--- config.mk ---
export PLATFORM = sky130hd
export DESIGN_NAME = mvtf_timer
export DESIGN_NICKNAME = d
export VERILOG_FILES = /design/src/hw/mvtf_pkg.sv /design/src/hw/mvtf_timer.sv /design/src/hw/mvtf_channel.sv
export SDC_FILE = /design/constraint.sdc
export NUM_CORES = 1
export LEC_CHECK = 0
export ABC_CLOCK_PERIOD_IN_PS = 7100
export BUFFER_PORTS_ARGS = -buffer_cell sky130_fd_sc_hd__buf_2
export CAP_MARGIN = 10
export CORE_ASPECT_RATIO = 1.4
export CORE_MARGIN = 8
export CORE_UTILIZATION = 50
export CTS_CLUSTER_DIAMETER = 60
export CTS_CLUSTER_SIZE = 40
export DETAILED_ROUTE_END_ITERATION = 8
export HOLD_SLACK_MARGIN = 0.15
export PLACE_DENSITY = 0.77
export SLEW_MARGIN = 20
export SYNTH_ARGS = -nofsm -noshare
export SYNTH_HDL_FRONTEND = slang
export SYNTH_SLANG_ARGS = --single-unit
export TNS_END_PERCENT = 10
--- constraint.sdc ---
create_clock -name clk -period 7.1 [get_ports clk]
set_input_delay 1.42 -clock clk [delete_from_list [all_inputs] [get_ports clk]]
set_output_delay 1.42 -clock clk [all_outputs]
set_load 0.01 [all_outputs]
--- src/hw/mvtf_pkg.sv ---
package mvtf_pkg;

    typedef enum {
        MVTF_ADVANCED,
        MVTF_WIDE,
        MVTF_FULL,
        MVTF_MID_TWO,
        MVTF_MID_ONE,
        MVTF_BASIC
    } mvtf_variant_e;

    localparam int MVTF_MAX_CH = 4;
    localparam int MVTF_MID_TWO_CH = 2;
    localparam int MVTF_MID_ONE_CH = 1;
    localparam int MVTF_WIDE_W = 32;
    localparam int MVTF_STD_W = 16;
    localparam int MVTF_DT_W = 8;
    localparam int MVTF_SYSCLK_MHZ = 100;
    localparam int MVTF_PLL_MAX_MHZ = 144;

    localparam logic [1:0] MVTF_CNT_UP = 2'h0;
    localparam logic [1:0] MVTF_CNT_DOWN = 2'h1;
    localparam logic [1:0] MVTF_CNT_CENTER = 2'h2;

    localparam logic [1:0] MVTF_SLV_NONE = 2'h0;
    localparam logic [1:0] MVTF_SLV_RESET = 2'h1;
    localparam logic [1:0] MVTF_SLV_GATE = 2'h2;
    localparam logic [1:0] MVTF_SLV_START = 2'h3;

    localparam logic [2:0] MVTF_CH_OFF = 3'h0;
    localparam logic [2:0] MVTF_CH_CAPTURE = 3'h1;
    localparam logic [2:0] MVTF_CH_TOGGLE = 3'h2;
    localparam logic [2:0] MVTF_CH_ACTIVE = 3'h3;
    localparam logic [2:0] MVTF_CH_INACTIVE = 3'h4;
    localparam logic [2:0] MVTF_CH_PWM1 = 3'h5;
    localparam logic [2:0] MVTF_CH_PWM2 = 3'h6;

    // complementary outputs: three phases on the advanced timer, one pair on mid-range
    localparam logic [MVTF_MAX_CH-1:0] MVTF_COMP_ADV = 4'h7;
    localparam logic [MVTF_MAX_CH-1:0] MVTF_COMP_MID = 4'h1;

    function automatic int mvtf_cnt_width(mvtf_variant_e v);
        return (v == MVTF_WIDE) ? MVTF_WIDE_W : MVTF_STD_W;
    endfunction : mvtf_cnt_width

    function automatic int mvtf_ch_count(mvtf_variant_e v);
        case (v)
            MVTF_MID_TWO: return MVTF_MID_TWO_CH;
            MVTF_MID_ONE: return MVTF_MID_ONE_CH;
            MVTF_BASIC: return 0;
            default: return MVTF_MAX_CH;
        endcase
    endfunction : mvtf_ch_count

    function automatic logic [MVTF_MAX_CH-1:0] mvtf_comp_mask(mvtf_variant_e v);
        case (v)
            MVTF_ADVANCED: return MVTF_COMP_ADV;
            MVTF_MID_TWO, MVTF_MID_ONE: return MVTF_COMP_MID;
            default: return '0;
        endcase
    endfunction : mvtf_comp_mask

    function automatic bit mvtf_has_updown(mvtf_variant_e v);
        return (v == MVTF_ADVANCED) || (v == MVTF_WIDE) || (v == MVTF_FULL);
    endfunction : mvtf_has_updown

    function automatic bit mvtf_has_encoder(mvtf_variant_e v);
        return (v == MVTF_WIDE) || (v == MVTF_FULL);
    endfunction : mvtf_has_encoder

endpackage : mvtf_pkg

--- src/hw/mvtf_timer.sv ---
`timescale 1ns/1ps
// Notes on behaviour
// - wide variant: 32-bit up/down counter and prescaler
// - full variants: 16-bit up/down counter and prescaler
// - mid-range variants: 16-bit up-only counter
// - mid-range: two or one channel, one complementary
// - mid-range channels capture, compare, pwm, one-pulse
// - full variants: four independent multi-purpose channels
// - full variants: own dma requests, quadrature encoder
// - mid-range variants: independent dma requests
// - advanced: three complementary pairs with dead time
// - advanced: four general-purpose channels too
// - advanced pwm: edge/center aligned, 0-100 %
// - debug halt freezes counter, disables pwm outputs
// - general variants freeze counter in debug
// - link output syncs or chains other timers
// - basic: no channels, time base triggers dac
// - advanced may count from pll tick
// - timer events trigger adc regular/injected start
module mvtf_timer
    import mvtf_pkg::*;
#(
    parameter mvtf_variant_e VARIANT = MVTF_ADVANCED,
    localparam int CW = mvtf_cnt_width(VARIANT)
) (
    input wire logic clk,
    input wire logic rst,
    input wire logic clk_en,
    input wire logic cnt_enable,
    input wire logic [1:0] count_mode,
    input wire logic one_pulse,
    input wire logic [CW-1:0] prescale,
    input wire logic [CW-1:0] reload,
    input wire logic clk_src_pll,
    input wire logic pll_tick,
    input wire logic encoder_en,
    input wire logic enc_a_pin,
    input wire logic enc_b_pin,
    input wire logic [1:0] slave_mode,
    input wire logic link_trig_in,
    input wire logic dbg_halt,
    input wire logic dbg_freeze_en,
    input wire logic dbg_out_off,
    input wire logic main_out_en,
    input wire logic [MVTF_DT_W-1:0] dead_time,
    input wire logic [MVTF_MAX_CH-1:0][2:0] ch_mode,
    input wire logic [MVTF_MAX_CH-1:0][CW-1:0] ch_cmp,
    input wire logic [MVTF_MAX_CH-1:0] ch_in_pin,
    output logic [CW-1:0] cnt_value,
    output logic cnt_down,
    output logic update_evt,
    output logic dma_req,
    output logic link_trig_out,
    output logic adc_reg_trig,
    output logic adc_inj_trig,
    output logic dac_trig,
    output logic [MVTF_MAX_CH-1:0] ch_out,
    output logic [MVTF_MAX_CH-1:0] ch_out_n,
    output logic [MVTF_MAX_CH-1:0][CW-1:0] ch_capt,
    output logic [MVTF_MAX_CH-1:0] capt_evt,
    output logic [MVTF_MAX_CH-1:0] cmp_evt
);

    localparam int NCH = mvtf_ch_count(VARIANT);
    localparam int INJ_CH = (NCH > 0) ? NCH - 1 : 0;
    localparam logic [MVTF_MAX_CH-1:0] COMP_MASK = mvtf_comp_mask(VARIANT);
    localparam bit UPDOWN = mvtf_has_updown(VARIANT);
    localparam bit ENCODER = mvtf_has_encoder(VARIANT);
    localparam bit IS_ADV = VARIANT == MVTF_ADVANCED;
    localparam bit IS_BASIC = VARIANT == MVTF_BASIC;
    localparam int NPIN = MVTF_MAX_CH + 2;
    localparam int ENC_A = MVTF_MAX_CH;
    localparam int ENC_B = MVTF_MAX_CH + 1;

    typedef enum {MVTF_IDLE, MVTF_RUN, MVTF_DONE} mvtf_run_e;

    mvtf_run_e run_q, run_d;
    logic [CW-1:0] cnt_q, psc_q;
    logic dn_q, moved_q, update_q, dma_q, link_q, adc_reg_q, adc_inj_q, dac_q;
    logic [NPIN-1:0] pin_s1_q, pin_s2_q, pin_s3_q;
    logic [MVTF_MAX_CH-1:0] capt_evt_w, cmp_evt_w;

    // pins pass two flops; the third stage only keeps history for edge detection
    wire [NPIN-1:0] pin_raw = {enc_b_pin, enc_a_pin, ch_in_pin};
    wire [NPIN-1:0] pin_rise = pin_s2_q & ~pin_s3_q;

    always_ff @(posedge clk or posedge rst) begin
        if (rst) begin
            pin_s1_q <= '0;
            pin_s2_q <= '0;
            pin_s3_q <= '0;
        end else if (clk_en) begin
            pin_s1_q <= pin_raw;
            pin_s2_q <= pin_s1_q;
            pin_s3_q <= pin_s2_q;
        end
    end

    // inter-timer link: the input resets, gates or starts this counter
    wire slave_rst = (slave_mode == MVTF_SLV_RESET) && link_trig_in;
    wire gate_ok = (slave_mode != MVTF_SLV_GATE) || link_trig_in;
    wire start_ok = cnt_enable && ((slave_mode != MVTF_SLV_START) || link_trig_in);
    wire running = run_q == MVTF_RUN;

    // debug halt stops counting only when software opted in
    wire freeze = dbg_halt && dbg_freeze_en;
    wire out_off = !main_out_en || (freeze && dbg_out_off);

    // the pll tick is an enable in this clock domain, one pulse per pll count
    wire src_tick = (IS_ADV && clk_src_pll) ? pll_tick : 1'b1;
    wire count_en = running && gate_ok && !freeze && src_tick;
    wire psc_wrap = psc_q >= prescale;
    wire tick = count_en && psc_wrap;
    // prescaler is as wide as the counter: 32 bits on the wide variant
    wire [CW-1:0] psc_d = slave_rst ? '0 :
                          !count_en ? psc_q :
                          psc_wrap ? '0 : CW'(psc_q + 1'h1);

    // quadrature decode counts every edge of either phase
    wire enc_active = ENCODER && encoder_en;
    wire enc_a_chg = pin_s2_q[ENC_A] ^ pin_s3_q[ENC_A];
    wire enc_b_chg = pin_s2_q[ENC_B] ^ pin_s3_q[ENC_B];
    wire enc_down = pin_s3_q[ENC_A] ^ pin_s2_q[ENC_B];
    wire enc_step = (enc_a_chg ^ enc_b_chg) && running && gate_ok && !freeze;

    // variants without down counting ignore the mode selection
    wire [1:0] mode_eff = UPDOWN ? count_mode : MVTF_CNT_UP;
    wire center = !enc_active && (mode_eff == MVTF_CNT_CENTER);
    wire step = enc_active ? enc_step : tick;
    wire going_down = enc_active ? enc_down : (mode_eff == MVTF_CNT_DOWN) || (center && dn_q);
    wire at_top = cnt_q == reload;
    wire at_bot = cnt_q == '0;

    wire [CW-1:0] cnt_up_nx = !at_top ? CW'(cnt_q + 1'h1) : center ? CW'(cnt_q - 1'h1) : '0;
    wire [CW-1:0] cnt_dn_nx = !at_bot ? CW'(cnt_q - 1'h1) : center ? CW'(cnt_q + 1'h1) : reload;
    wire [CW-1:0] cnt_d = slave_rst ? '0 : !step ? cnt_q : going_down ? cnt_dn_nx : cnt_up_nx;
    wire update = step && !slave_rst && (going_down ? at_bot : at_top);

    // center mode turns round at both ends; the encoder sets direction from its phases; otherwise direction follows the mode
    wire center_dn = step ? (going_down ? !at_bot : at_top) : dn_q;
    wire enc_dn = step ? enc_down : dn_q;
    wire dn_d = slave_rst ? 1'b0 :
                enc_active ? enc_dn :
                center ? center_dn : (mode_eff == MVTF_CNT_DOWN);

    // dma requests come from every event of this timer alone; the link request from its update only
    wire dma_d = update || (|capt_evt_w) || (|cmp_evt_w);
    wire adc_reg_d = !IS_BASIC && update;
    wire adc_inj_d = !IS_BASIC && cmp_evt_w[INJ_CH];
    wire dac_d = IS_BASIC && update;

    always_comb begin
        run_d = run_q;
        case (run_q)
            MVTF_IDLE: begin
                if (start_ok) begin
                    run_d = MVTF_RUN;
                end
            end
            MVTF_RUN: begin
                if (!cnt_enable) begin
                    run_d = MVTF_IDLE;
                end else if (update && one_pulse) begin
                    run_d = MVTF_DONE;
                end
            end
            MVTF_DONE: begin
                // one-pulse needs the enable dropped before it can run again
                if (!cnt_enable) begin
                    run_d = MVTF_IDLE;
                end
            end
            default: begin
                run_d = MVTF_IDLE;
            end
        endcase
    end

    always_ff @(posedge clk or posedge rst) begin
        if (rst) begin
            run_q <= MVTF_IDLE;
            cnt_q <= '0;
            psc_q <= '0;
            dn_q <= 1'b0;
            moved_q <= 1'b0;
        end else if (clk_en) begin
            run_q <= run_d;
            cnt_q <= cnt_d;
            psc_q <= psc_d;
            dn_q <= dn_d;
            moved_q <= step || slave_rst;
        end
    end

    always_ff @(posedge clk or posedge rst) begin
        if (rst) begin
            update_q <= 1'b0;
            dma_q <= 1'b0;
            link_q <= 1'b0;
            adc_reg_q <= 1'b0;
            adc_inj_q <= 1'b0;
            dac_q <= 1'b0;
        end else if (clk_en) begin
            update_q <= update;
            dma_q <= dma_d;
            link_q <= update;
            adc_reg_q <= adc_reg_d;
            adc_inj_q <= adc_inj_d;
            dac_q <= dac_d;
        end
    end

    for (genvar i = 0; i < MVTF_MAX_CH; i++) begin : g_ch
        if (i < NCH) begin : g_on
            // channel count per variant; basic has none
            mvtf_channel #(
                .CW(CW),
                .HAS_COMP(COMP_MASK[i])
            ) u_ch (
                .clk(clk),
                .rst(rst),
                .clk_en(clk_en),
                .cnt(cnt_q),
                .cnt_moved(moved_q),
                .mode(ch_mode[i]),
                .cmp(ch_cmp[i]),
                .capt_edge(pin_rise[i]),
                .out_off(out_off),
                .dead_time(dead_time),
                .oc(ch_out[i]),
                .ocn(ch_out_n[i]),
                .capt(ch_capt[i]),
                .capt_evt(capt_evt_w[i]),
                .cmp_evt(cmp_evt_w[i])
            );
        end else begin : g_off
            assign ch_out[i] = 1'b0;
            assign ch_out_n[i] = 1'b0;
            assign ch_capt[i] = '0;
            assign capt_evt_w[i] = 1'b0;
            assign cmp_evt_w[i] = 1'b0;
        end
    end

    assign cnt_value = cnt_q;
    assign cnt_down = dn_q;
    assign update_evt = update_q;
    assign dma_req = dma_q;
    assign link_trig_out = link_q;
    assign adc_reg_trig = adc_reg_q;
    assign adc_inj_trig = adc_inj_q;
    assign dac_trig = dac_q;
    assign capt_evt = capt_evt_w;
    assign cmp_evt = cmp_evt_w;
endmodule : mvtf_timer

--- src/hw/mvtf_channel.sv ---
`timescale 1ns/1ps
module mvtf_channel
    import mvtf_pkg::*;
#(
    parameter int CW = MVTF_STD_W,
    parameter bit HAS_COMP = 1'b0
) (
    input wire logic clk,
    input wire logic rst,
    input wire logic clk_en,
    input wire logic [CW-1:0] cnt,
    input wire logic cnt_moved,
    input wire logic [2:0] mode,
    input wire logic [CW-1:0] cmp,
    input wire logic capt_edge,
    input wire logic out_off,
    input wire logic [MVTF_DT_W-1:0] dead_time,
    output logic oc,
    output logic ocn,
    output logic [CW-1:0] capt,
    output logic capt_evt,
    output logic cmp_evt
);

    logic ref_q, oc_q, ocn_q, capt_evt_q, cmp_evt_q;
    logic [CW-1:0] capt_q;
    logic [MVTF_DT_W-1:0] dt_q;

    wire match = cnt_moved && (cnt == cmp);
    wire pwm_lt = cnt < cmp;
    wire drives = (mode != MVTF_CH_OFF) && (mode != MVTF_CH_CAPTURE);
    // pwm1 with cmp of zero gives 0 %, cmp above reload gives 100 %
    wire ref_d = (mode == MVTF_CH_PWM1) ? pwm_lt :
                 (mode == MVTF_CH_PWM2) ? !pwm_lt :
                 (mode == MVTF_CH_TOGGLE && match) ? !ref_q :
                 (mode == MVTF_CH_ACTIVE && match) ? 1'b1 :
                 (mode == MVTF_CH_INACTIVE && match) ? 1'b0 :
                 drives ? ref_q : 1'b0;
    wire ref_edge = ref_d != ref_q;
    // every reference edge restarts the gap so both switches are off first
    wire [MVTF_DT_W-1:0] dt_d = ref_edge ? dead_time : (dt_q != '0) ? dt_q - 1'h1 : dt_q;
    wire dt_idle = dt_q == '0;
    wire oc_d = drives && !out_off && ref_q && dt_idle;
    wire ocn_d = HAS_COMP && drives && !out_off && !ref_q && dt_idle;
    wire capt_evt_d = (mode == MVTF_CH_CAPTURE) && capt_edge;
    wire cmp_evt_d = match && drives;

    always_ff @(posedge clk or posedge rst) begin
        if (rst) begin
            ref_q <= 1'b0;
            dt_q <= '0;
            oc_q <= 1'b0;
            ocn_q <= 1'b0;
            capt_q <= '0;
            capt_evt_q <= 1'b0;
            cmp_evt_q <= 1'b0;
        end else if (clk_en) begin
            ref_q <= ref_d;
            dt_q <= dt_d;
            oc_q <= oc_d;
            ocn_q <= ocn_d;
            capt_q <= capt_evt_d ? cnt : capt_q;
            capt_evt_q <= capt_evt_d;
            cmp_evt_q <= cmp_evt_d;
        end
    end

    assign oc = oc_q;
    assign ocn = ocn_q;
    assign capt = capt_q;
    assign capt_evt = capt_evt_q;
    assign cmp_evt = cmp_evt_q;
endmodule : mvtf_channel

==> run_results.csv, run 1 <==
group,metric,value,unit
clock_tree,ctsLongestPathBuffers,2,
worst_setup_path,worstSetupPathType,"primary input to register",
sta,final.setup.tns,0,ns
global_route,global_route_wire_length_before_repair,55700,µm
worst_setup_path,timing.rr.start,"cnt_value[1]",
clock_tree,cts_root_buf,"clkbuf_16",
worst_setup_path,reg2reg_to,"g_ch[2].g_on.u_ch.dt_q[1]",
clock_tree,postCtsHoldBufs,0,
clock_tree,total_cts_buffers,17,
run,cap_viol_max_count,0,
power_and_ir_drop,ir_drop,216,µV
sta,final-max-slew-violation-count,0,
clock_tree,path_clk_slew,0.07,ns
route,via_count,10626,
status,run_status,"complete, no violations",
route,detail-route-antenna-nets,0,
logic_synthesis,asyncSetResetFlopFracSynth,1.00,
sta,slew-limit-headroom,0.342,
logic_synthesis,number_of_flops_mapped_to_enable_cells_by_yosys,0,
sta,skew,0.0115,ns
logic_synthesis,synth-seq-cells,166,
sta,final.hold.worst_slack,0.489,ns
sta,worst_pin_slew,0.987,ns
clock_tree,clock_insertion_delay_worst_skew,0.44,ns
sta,setup_viol_count_final,0,
sta,finalWorstPathRequiredPeriod,4.27,ns
placed_design,dp.final_hpwl,26400,µm
sta,max_clock_freq,0.234,GHz
worst_setup_path,cpLargestDelayFamily,"compound AO/OA/AOI/OAI gates",
die,dieWidth,144,µm
power_and_ir_drop,comb_power_share,0.364,
logic_synthesis,ys_top_cells_by_area,"dfrtp_1 36%, ha_1 10%, mux2_2 7.7%, inv_1 3.8%, a21oi_1 3.6%",
worst_setup_path,critical_path.startpoint_type,"primary input",
power_and_ir_drop,power_density,272,mW/mm²
sta,setup_slack,2.83,ns
worst_setup_path,reg2reg_depth,10,
worst_setup_path,critical_path.slowest_cell,"a221oi_2",
logic_synthesis,netlist.top_cell.by_area,"dfrtp_1",
clock_tree,ctsResizeCount,0,
clock_tree,htreeDepth,4,
die,floorplan.initialDensity,0.503,
route,detailedRoute.firstPassIterationCount,6,
logic_synthesis,synth_cells,1292,
global_route,grt_start_max_net_pins,97,
cells_and_area,num-nets-final,1717,
die,fp.dieArea,0.0283,mm²
route,post_drt_via_cell_ratio,5.88,
min_path,worst_hold_path_endpoint,"g_ch[2].g_on.u_ch.ocn",
placed_design,final_weighted_congestion_of_routability_driven_global_placement,0.934,
min_path,holdPathStages,1,
clock_tree,clock-sinks,166,
worst_setup_path,worst-r2r-setup-slack,3.01,ns
global_route,grt_overflow,0,
logic_synthesis,yosys.area.top_type_share,0.360,
placed_design,dpl_worst_slack,2.45,ns
power_and_ir_drop,cellInternalPower,2.24,mW
worst_setup_path,cp-startpoint,"ch_cmp[37]",
sta,min_period_over_period,0.601,
logic_synthesis,ys.warnings.count,0,
worst_setup_path,critical_path_buffers_and_inverters,2,
die,core-area,0.0230,mm²
power_and_ir_drop,leakage,6.84,nW
worst_setup_path,slowest_delay,0.85,ns
placed_design,io_buffer_count,236,
logic_synthesis,share_of_the_yosys_chip_area_belonging_to_registers,0.360,
logic_synthesis,mappedNetlistArea,0.0115,mm²
route,dr.first_iter.drc_count,983,
min_path,min_path_type,"register to register",
clock_tree,tritoncts_clock_tree,"built",
die,io_pins,242,
global_route,grt_pass1_vias,10827,
logic_synthesis,post_synth.cell_area_avg,8.94,µm²
power_and_ir_drop,switchingPower,1.42,mW
worst_setup_path,crit_fanout,15,
global_route,grt_antenna_before_repair,2,
worst_setup_path,worst-endpoint-arrival,4.54,ns
power_and_ir_drop,p_seq_frac,0.382,
cells_and_area,final_design_area_no_fill,0.0135,mm²
placed_design,detailed_place.area,0.0129,mm²
min_path,holdCritStartpoint,"g_ch[2].g_on.u_ch.ocn",
logic_synthesis,synth_cell_types,78,
power_and_ir_drop,switching_share,0.387,
power_and_ir_drop,power.clock.fraction,0.254,
die,die-height,196,µm
die,placementRows,66,
worst_setup_path,crit_required,7.37,ns
worst_setup_path,end_kind,"register",
sta,final_hold_viol_count,0,
route,drc,0,
placed_design,place_inst,1773,
cells_and_area,drive_above_1_share,0.258,
logic_synthesis,ys.flop_type,"dfrtp_1",
route,finalWirelength,35500,µm
route,detailed_route_wire_length_per_cell,19.6,µm
cells_and_area,syn_to_final_growth,16.6,%
sta,grt_setup_unrepaired,"false",
clock_tree,cts_setup_buffers,0,
cells_and_area,post_layout_nonfiller_instances,1806,
worst_setup_path,worstPathCellList,"buf_2 -> inv_1 -> ha_1 -> a211oi_1 -> o21ai_1 -> a2111oi_2 -> o21a_1 -> o221ai_1 -> a221oi_2 -> nor2b_1 -> o2bb2ai_1 -> a21oi_1",
global_route,grt_usage,0.252,
==> layer usage <==
| metal | GRT usage | share of wire | vias up | routed length, µm |
|---|---|---|---|---|
| met2 | 0.436 | 0.51 | 377 | 18100 |
| li1 | - | - | 4992 | - |
| met3 | 0.0557 | 0.062 | 107 | 2200 |
| met5 | 0 | 0.00023 | - | 8 |
| met4 | 0.135 | 0.044 | 2 | 1570 |
| met1 | 0.280 | 0.38 | 5148 | 13600 |
==> power groups by stage <==
| stage | Sequential, mW | Clock [mW] | Combinational (mW) |
|---|---|---|---|
| final | 1.40 | 0.929 | 1.33 |
| after global routing | 1.42 | 0.979 | 1.48 |
| after CTS | 1.39 | 0.947 | 1.33 |
| after detailed placement | 1.41 | 0 | 1.32 |
| after global placement | 1.40 | 0 | 1.27 |
| after floorplan | 1.36 | 0 | 0.911 |
==> how the worst max path moves through the flow <==
stage	end	cells after the start	slack, ns
finish	g_ch[2].g_on.u_ch.dt_q[1]	12	2.83
global route	g_ch[2].g_on.u_ch.dt_q[0]	12	2.65
CTS	g_ch[2].g_on.u_ch.dt_q[1]	12	2.88
detailed placement	g_ch[2].g_on.u_ch.dt_q[1]	12	2.45
global placement	g_ch[2].g_on.u_ch.dt_q[1]	12	2.48
floorplan	adc_inj_trig	1	1.19
==> registers in the layout, indices dropped and copies added, names as in the netlist <==
register                 flops
g_ch.g_on.u_ch.capt         64
g_ch.g_on.u_ch.dt_q         32
cnt_value                   16
psc_q                       16
g_ch.g_on.u_ch.capt_evt      4
g_ch.g_on.u_ch.cmp_evt       4
g_ch.g_on.u_ch.oc            4
g_ch.g_on.u_ch.ref_q         4
pin_s1_q                     4
pin_s2_q                     4
pin_s3_q                     4
g_ch.g_on.u_ch.ocn           3
run_q                        2
adc_inj_trig                 1
adc_reg_trig                 1
cnt_down                     1
dma_req                      1
moved_q                      1
==> cell families after synthesis <==
group	share of synthesized area
AND/OR/NAND/NOR	0.170
multiplexers	0.0952
AO/OA/AOI/OAI	0.168
XOR/XNOR	0.0349
adder cells (fa/ha/maj)	0.101
buffers and inverters	0.0710
other	0.000325
flip-flops	0.360
==> layout make-up <==
| type | instances | area (µm²) |
|---|---|---|
| clock buffer | 18 | 429 |
| antenna | 2 | 5.00 |
| tap | 306 | 383 |
| timing repair buffer | 253 | 1310 |
| clock inverter | 13 | 146 |
| multi-input combinational | 931 | 6600 |
| inverter | 117 | 444 |
| sequential | 166 | 4150 |
| fill | 2076 | 9490 |
==> per-stage QoR <==
stage               power, mW  utilization
finish                   3.66        0.587
CTS                      3.66        0.587
global placement         2.67        0.561
global route             3.88        0.587
detailed placement       2.72        0.561
floorplan                2.27            -
==> cell usage in the layout (no fill, tap or decap), types with 5 or more instances in the layout <==
master	count
buf_2	236
dfrtp_1	166
inv_1	115
nand2_1	94
nor2_1	92
ha_1	92
a21oi_1	83
mux2_2	79
o21ai_0	69
nand3_1	39
xnor2_1	32
nand4_1	31
nor3_1	25
mux2i_1	21
nor2b_1	19
nand2b_1	18
a21o_1	18
clkbuf_16	17
buf_4	17
nor4_1	14
xor2_1	14
o2bb2ai_1	14
a211oi_1	10
a31oi_1	10
o211ai_1	10
and3_1	9
o221ai_1	9
o21ai_1	9
a22oi_1	8
or3_1	8
o22ai_1	8
o31ai_1	6
or2_2	5
and2_1	5
a221oi_1	5
o2111ai_1	5
nand3b_1	5
inv_6	5
==> synthesized netlist by cell type, types with 4 or more instances <==
| library cell | n |
|---|---|
| or3_1 | 8 |
| a2bb2oi_1 | 4 |
| and2_1 | 5 |
| a21oi_1 | 83 |
| nand2b_1 | 18 |
| a211oi_1 | 10 |
| xnor2_1 | 32 |
| o21a_1 | 4 |
| o31ai_1 | 6 |
| o21ai_0 | 69 |
| mux2_2 | 79 |
| buf_1 | 4 |
| dfrtp_1 | 166 |
| a21o_1 | 18 |
| inv_1 | 116 |
| nor2b_1 | 19 |
| o22ai_1 | 8 |
| mux2i_1 | 21 |
| and3_1 | 9 |
| o2111ai_1 | 5 |
| nor3_1 | 28 |
| ha_1 | 92 |
| a22oi_1 | 8 |
| nand2_1 | 94 |
| a31oi_1 | 10 |
| nand3b_1 | 5 |
| nand3_1 | 39 |
| o2bb2ai_1 | 14 |
| o221ai_1 | 9 |
| nand4_1 | 31 |
| nor3b_1 | 4 |
| a221oi_1 | 5 |
| clkbuf_1 | 51 |
| buf_2 | 4 |
| buf_4 | 19 |
| nor2_1 | 92 |
| or2_2 | 5 |
| xor2_1 | 14 |
| o21ai_1 | 9 |
| o211ai_1 | 10 |
| nor4_1 | 15 |
No activity file was read; power rests on OpenSTA's default activity.
==> run 2, diff against run 1 <==
--- a/config.mk
+++ b/config.mk
@@ -5,7 +5,8 @@
 export SDC_FILE = /design/constraint.sdc
 export NUM_CORES = 1
 export LEC_CHECK = 0
-export ABC_CLOCK_PERIOD_IN_PS = 7100
+export ABC_AREA = 1
+export ABC_CLOCK_PERIOD_IN_PS = 3700
 export BUFFER_PORTS_ARGS = -buffer_cell sky130_fd_sc_hd__buf_2
 export CAP_MARGIN = 10
 export CORE_ASPECT_RATIO = 1.4
@@ -15,7 +16,7 @@
 export CTS_CLUSTER_SIZE = 40
 export DETAILED_ROUTE_END_ITERATION = 8
 export HOLD_SLACK_MARGIN = 0.15
-export PLACE_DENSITY = 0.77
+export PLACE_DENSITY = 0.8
 export SLEW_MARGIN = 20
 export SYNTH_ARGS = -nofsm -noshare
 export SYNTH_HDL_FRONTEND = slang
==> constraint.sdc (replaced) <==
create_clock -name clk -period 3.7 [get_ports clk]
set_input_delay 0.74 -clock clk [delete_from_list [all_inputs] [get_ports clk]]
set_output_delay 0.74 -clock clk [all_outputs]
set_load 0.01 [all_outputs]
==> run 2 against run 1 <==
Worst setup slack worse by 2.1 ns. Synthesized area up 0.49%. Hold slack worse by 0.11 ns. Critical path depth up 3. Power up 130%. Die area up 0.44%. Sequential power up 110%. Routed wire length up 3.8%. Critical endpoint is now g_ch[1].g_on.u_ch.dt_q[0].
==> run_results.csv, run 2 <==
group,metric,value,unit
status,run_status,"complete, no violations",
clock_tree,total_cts_buffers,17,
route,post_drt_via_cell_ratio,5.40,
logic_synthesis,ys.flop_type,"dfrtp_1",
worst_setup_path,worst-endpoint-arrival,3.25,ns
global_route,grt_usage,0.265,
logic_synthesis,ys.warnings.count,0,
clock_tree,clock-sinks,166,
sta,final_hold_viol_count,0,
sta,min_period_over_period,0.793,
cells_and_area,largest_register_ffs,64,
die,die-height,196,µm
logic_synthesis,mappedNetlistArea,0.0116,mm²
cells_and_area,post_layout_nonfiller_instances,2110,
clock_tree,htreeDepth,4,
power_and_ir_drop,leakage,7.56,nW
worst_setup_path,crit_fanout,9,
route,finalWirelength,36800,µm
sta,slew-limit-headroom,0.339,
cells_and_area,drive_above_1_share,0.195,
global_route,grt_use_met3,0.0681,
route,via_count,11394,
worst_setup_path,slowest_delay,0.50,ns
clock_tree,ctsLongestPathBuffers,2,
cells_and_area,multi_input_area,0.00639,mm²
global_route,grt_overflow,0,
power_and_ir_drop,p_seq_frac,0.353,
global_route,grt_antenna_before_repair,3,
global_route,grt_start_max_net_pins,75,
sta,final.setup.tns,0,ns
route,detail-route-antenna-nets,0,
power_and_ir_drop,report.power.total,8.41,mW
die,dieWidth,145,µm
sta,final-max-slew-violation-count,0,
die,core-area,0.0230,mm²
global_route,global_route_wire_length_before_repair,58600,µm
cells_and_area,final_common_cell,"nand2_1",
sta,grt_setup_unrepaired,"false",
logic_synthesis,synth_cell_types,52,
sta,setup_viol_count_final,0,
logic_synthesis,synth.most_common_cell,"nand2_1",
global_route,global_route.usage.met1,0.290,
worst_setup_path,critical_path.startpoint_type,"register",
power_and_ir_drop,ir_drop,333,µV
worst_setup_path,critical_path.slowest_cell,"dfrtp_1",
route,dr.first_iter.drc_count,804,
sta,setup_slack,0.767,ns
power_and_ir_drop,power.clock.fraction,0.217,
min_path,min_path_type,"primary input to async pin",
clock_tree,ctsResizeCount,0,
global_route,grt_pass1_vias,11440,
global_route,grt.busiest_layer,"met2",
logic_synthesis,share_of_the_yosys_chip_area_belonging_to_registers,0.358,
logic_synthesis,ys_top_cells_by_area,"dfrtp_1 36%, nand2_1 15%, ha_1 9.9%, inv_1 5.9%, o21ai_0 5.3%",
cells_and_area,final_cell_mix,"450 x nand2_1, 236 x buf_2, 181 x inv_1",
logic_synthesis,number_of_flops_mapped_to_enable_cells_by_yosys,0,
logic_synthesis,post_synth.cell_area_avg,7.35,µm²
clock_tree,clock_insertion_delay_worst_skew,0.44,ns
cells_and_area,num-nets-final,2023,
route,detailedRoute.firstPassIterationCount,5,
placed_design,place_inst,2079,
clock_tree,cts_setup_buffers,0,
power_and_ir_drop,power_density,619,mW/mm²
placed_design,io_buffer_count,236,
sta,skew,0.0156,ns
clock_tree,path_clk_slew,0.07,ns
die,io_pins,242,
cells_and_area,final_core_area_utilization,0.590,
placed_design,final_weighted_congestion_of_routability_driven_global_placement,0.954,
power_and_ir_drop,switchingPower,3.71,mW
cells_and_area,antenna_cells,0,
worst_setup_path,critical-path-top-cell-by-count,"nand2_1",
die,placementRows,66,
route,detailed_route_wire_length_per_cell,17.5,µm
clock_tree,tritoncts_clock_tree,"built",
worst_setup_path,worstSetupPathType,"register to register",
logic_synthesis,synth_cells,1578,
logic_synthesis,netlist_top_cells_count,"450 x nand2_1, 182 x inv_1, 166 x dfrtp_1, 122 x o21ai_0, 108 x nand3_1",
cells_and_area,syn_to_final_growth,17.1,%
logic_synthesis,synth-seq-cells,166,
worst_setup_path,end_kind,"register",
run,cap_viol_max_count,0,
placed_design,dpl_worst_slack,0.774,ns
worst_setup_path,crit_required,4.02,ns
power_and_ir_drop,cellInternalPower,4.70,mW
worst_setup_path,worstPathCellList,"clkinv_1 -> ha_1 -> nand3_1 -> nor2_1 -> nand4_1 -> o21ai_1 -> nand2_1 -> nand3_2 -> nand2_1 -> nand2_2 -> nand3_2 -> nand2_4 -> inv_2 -> nand2_1 -> nand2_1",
cells_and_area,fillerInstances,2048,
die,floorplan.initialDensity,0.504,
logic_synthesis,asyncSetResetFlopFracSynth,1.00,
placed_design,dp.final_hpwl,28200,µm
clock_tree,postCtsHoldBufs,0,
die,fp.dieArea,0.0284,mm²
sta,worst_pin_slew,0.989,ns
power_and_ir_drop,switching_share,0.441,
global_route,met2_usage,0.451,
power_and_ir_drop,comb_power_share,0.430,
sta,finalWorstPathRequiredPeriod,2.93,ns
logic_synthesis,yosys.area.top_type_share,0.358,
route,drc,0,
sta,max_clock_freq,0.341,GHz
logic_synthesis,netlist.top_cell.by_area,"dfrtp_1",
clock_tree,cts_root_buf,"clkbuf_16",
cells_and_area,seqCellArea,0.00415,mm²
-- run 2: changes by cell type after synthesis, sizes merged, moves of 31 or more --
cell,delta
clkbuf,-31
inv,+84
mux2,-79
nand2,+369
nand3,+82
o21ai,+57
-- run 2: logic make-up (layout without fill, tap and decap cells) --
kind of cell,count (synthesis),count (layout),share of synthesized area
AND/OR/NAND/NOR,768,768,0.294
buffers and inverters,255,480,0.0924
XOR/XNOR,66,66,0.0498
AO/OA/AOI/OAI,230,230,0.106
adder cells (fa/ha/maj),92,92,0.0992
other,1,2,0.000323
flip-flops,166,166,0.358
-- run 2: critical path, delay by kind of cell, from the launching register on --
kind,cells,cell delay [ns]
buffers and inverters,2,0.36
AOI/OAI and AO/OA,1,0.22
and+or+nand+nor,11,1.36
DFF,1,0.50
adders and majority gates,1,0.34
-- run 2: path summary, 6_finish.rpt --
kind / start / cells after the start / slack (ns) / endpoint
max: cnt_value[0] / 15 / 0.77 / g_ch[1].g_on.u_ch.dt_q[0]
min: rst / 2 / 0.38 / psc_q[15]
max reg2reg: cnt_value[0] / 15 / 0.77 / g_ch[1].g_on.u_ch.dt_q[0]
min reg2reg: pin_s1_q[3] / 2 / 0.47 / pin_s1_q[3]
max in group asynchronous: rst / 3 / 2.54 / pin_s1_q[0]
min in group clk: pin_s1_q[3] / 2 / 0.47 / pin_s1_q[3]
-- run 2: layer usage --
metal | wire (µm) | part of all wire
met5 | 44 | 0.0012
met4 | 2130 | 0.058
met3 | 2770 | 0.075
met2 | 18200 | 0.50
met1 | 13600 | 0.37
-- run 2: area by class of cell --
type | instances | area share
multi-input cells | 1158 | 0.470
flip-flops and latches | 166 | 0.306
repair buffers | 247 | 0.0948
inverters | 202 | 0.0565
clock buffers | 17 | 0.0313
well taps | 306 | 0.0282
clock inverters | 14 | 0.0136
-- run 2: power groups by stage --
stage / clock network [mW] / logic [mW] / registers, mW
floorplan: 0 / 2.50 / 2.86
global placement: 0 / 3.45 / 2.96
detailed placement: 0 / 3.59 / 2.97
CTS: 1.85 / 3.62 / 2.95
global route: 1.93 / 4.12 / 3.03
finish: 1.83 / 3.62 / 2.97
-- run 2: per-stage QoR --
stage               hold slack (ns)  cell area (µm²)
finish                        0.383            13600
global route                  0.414            13600
CTS                           0.394            13600
detailed placement            0.460            13000
global placement              0.455            13000
floorplan                     0.442            11600
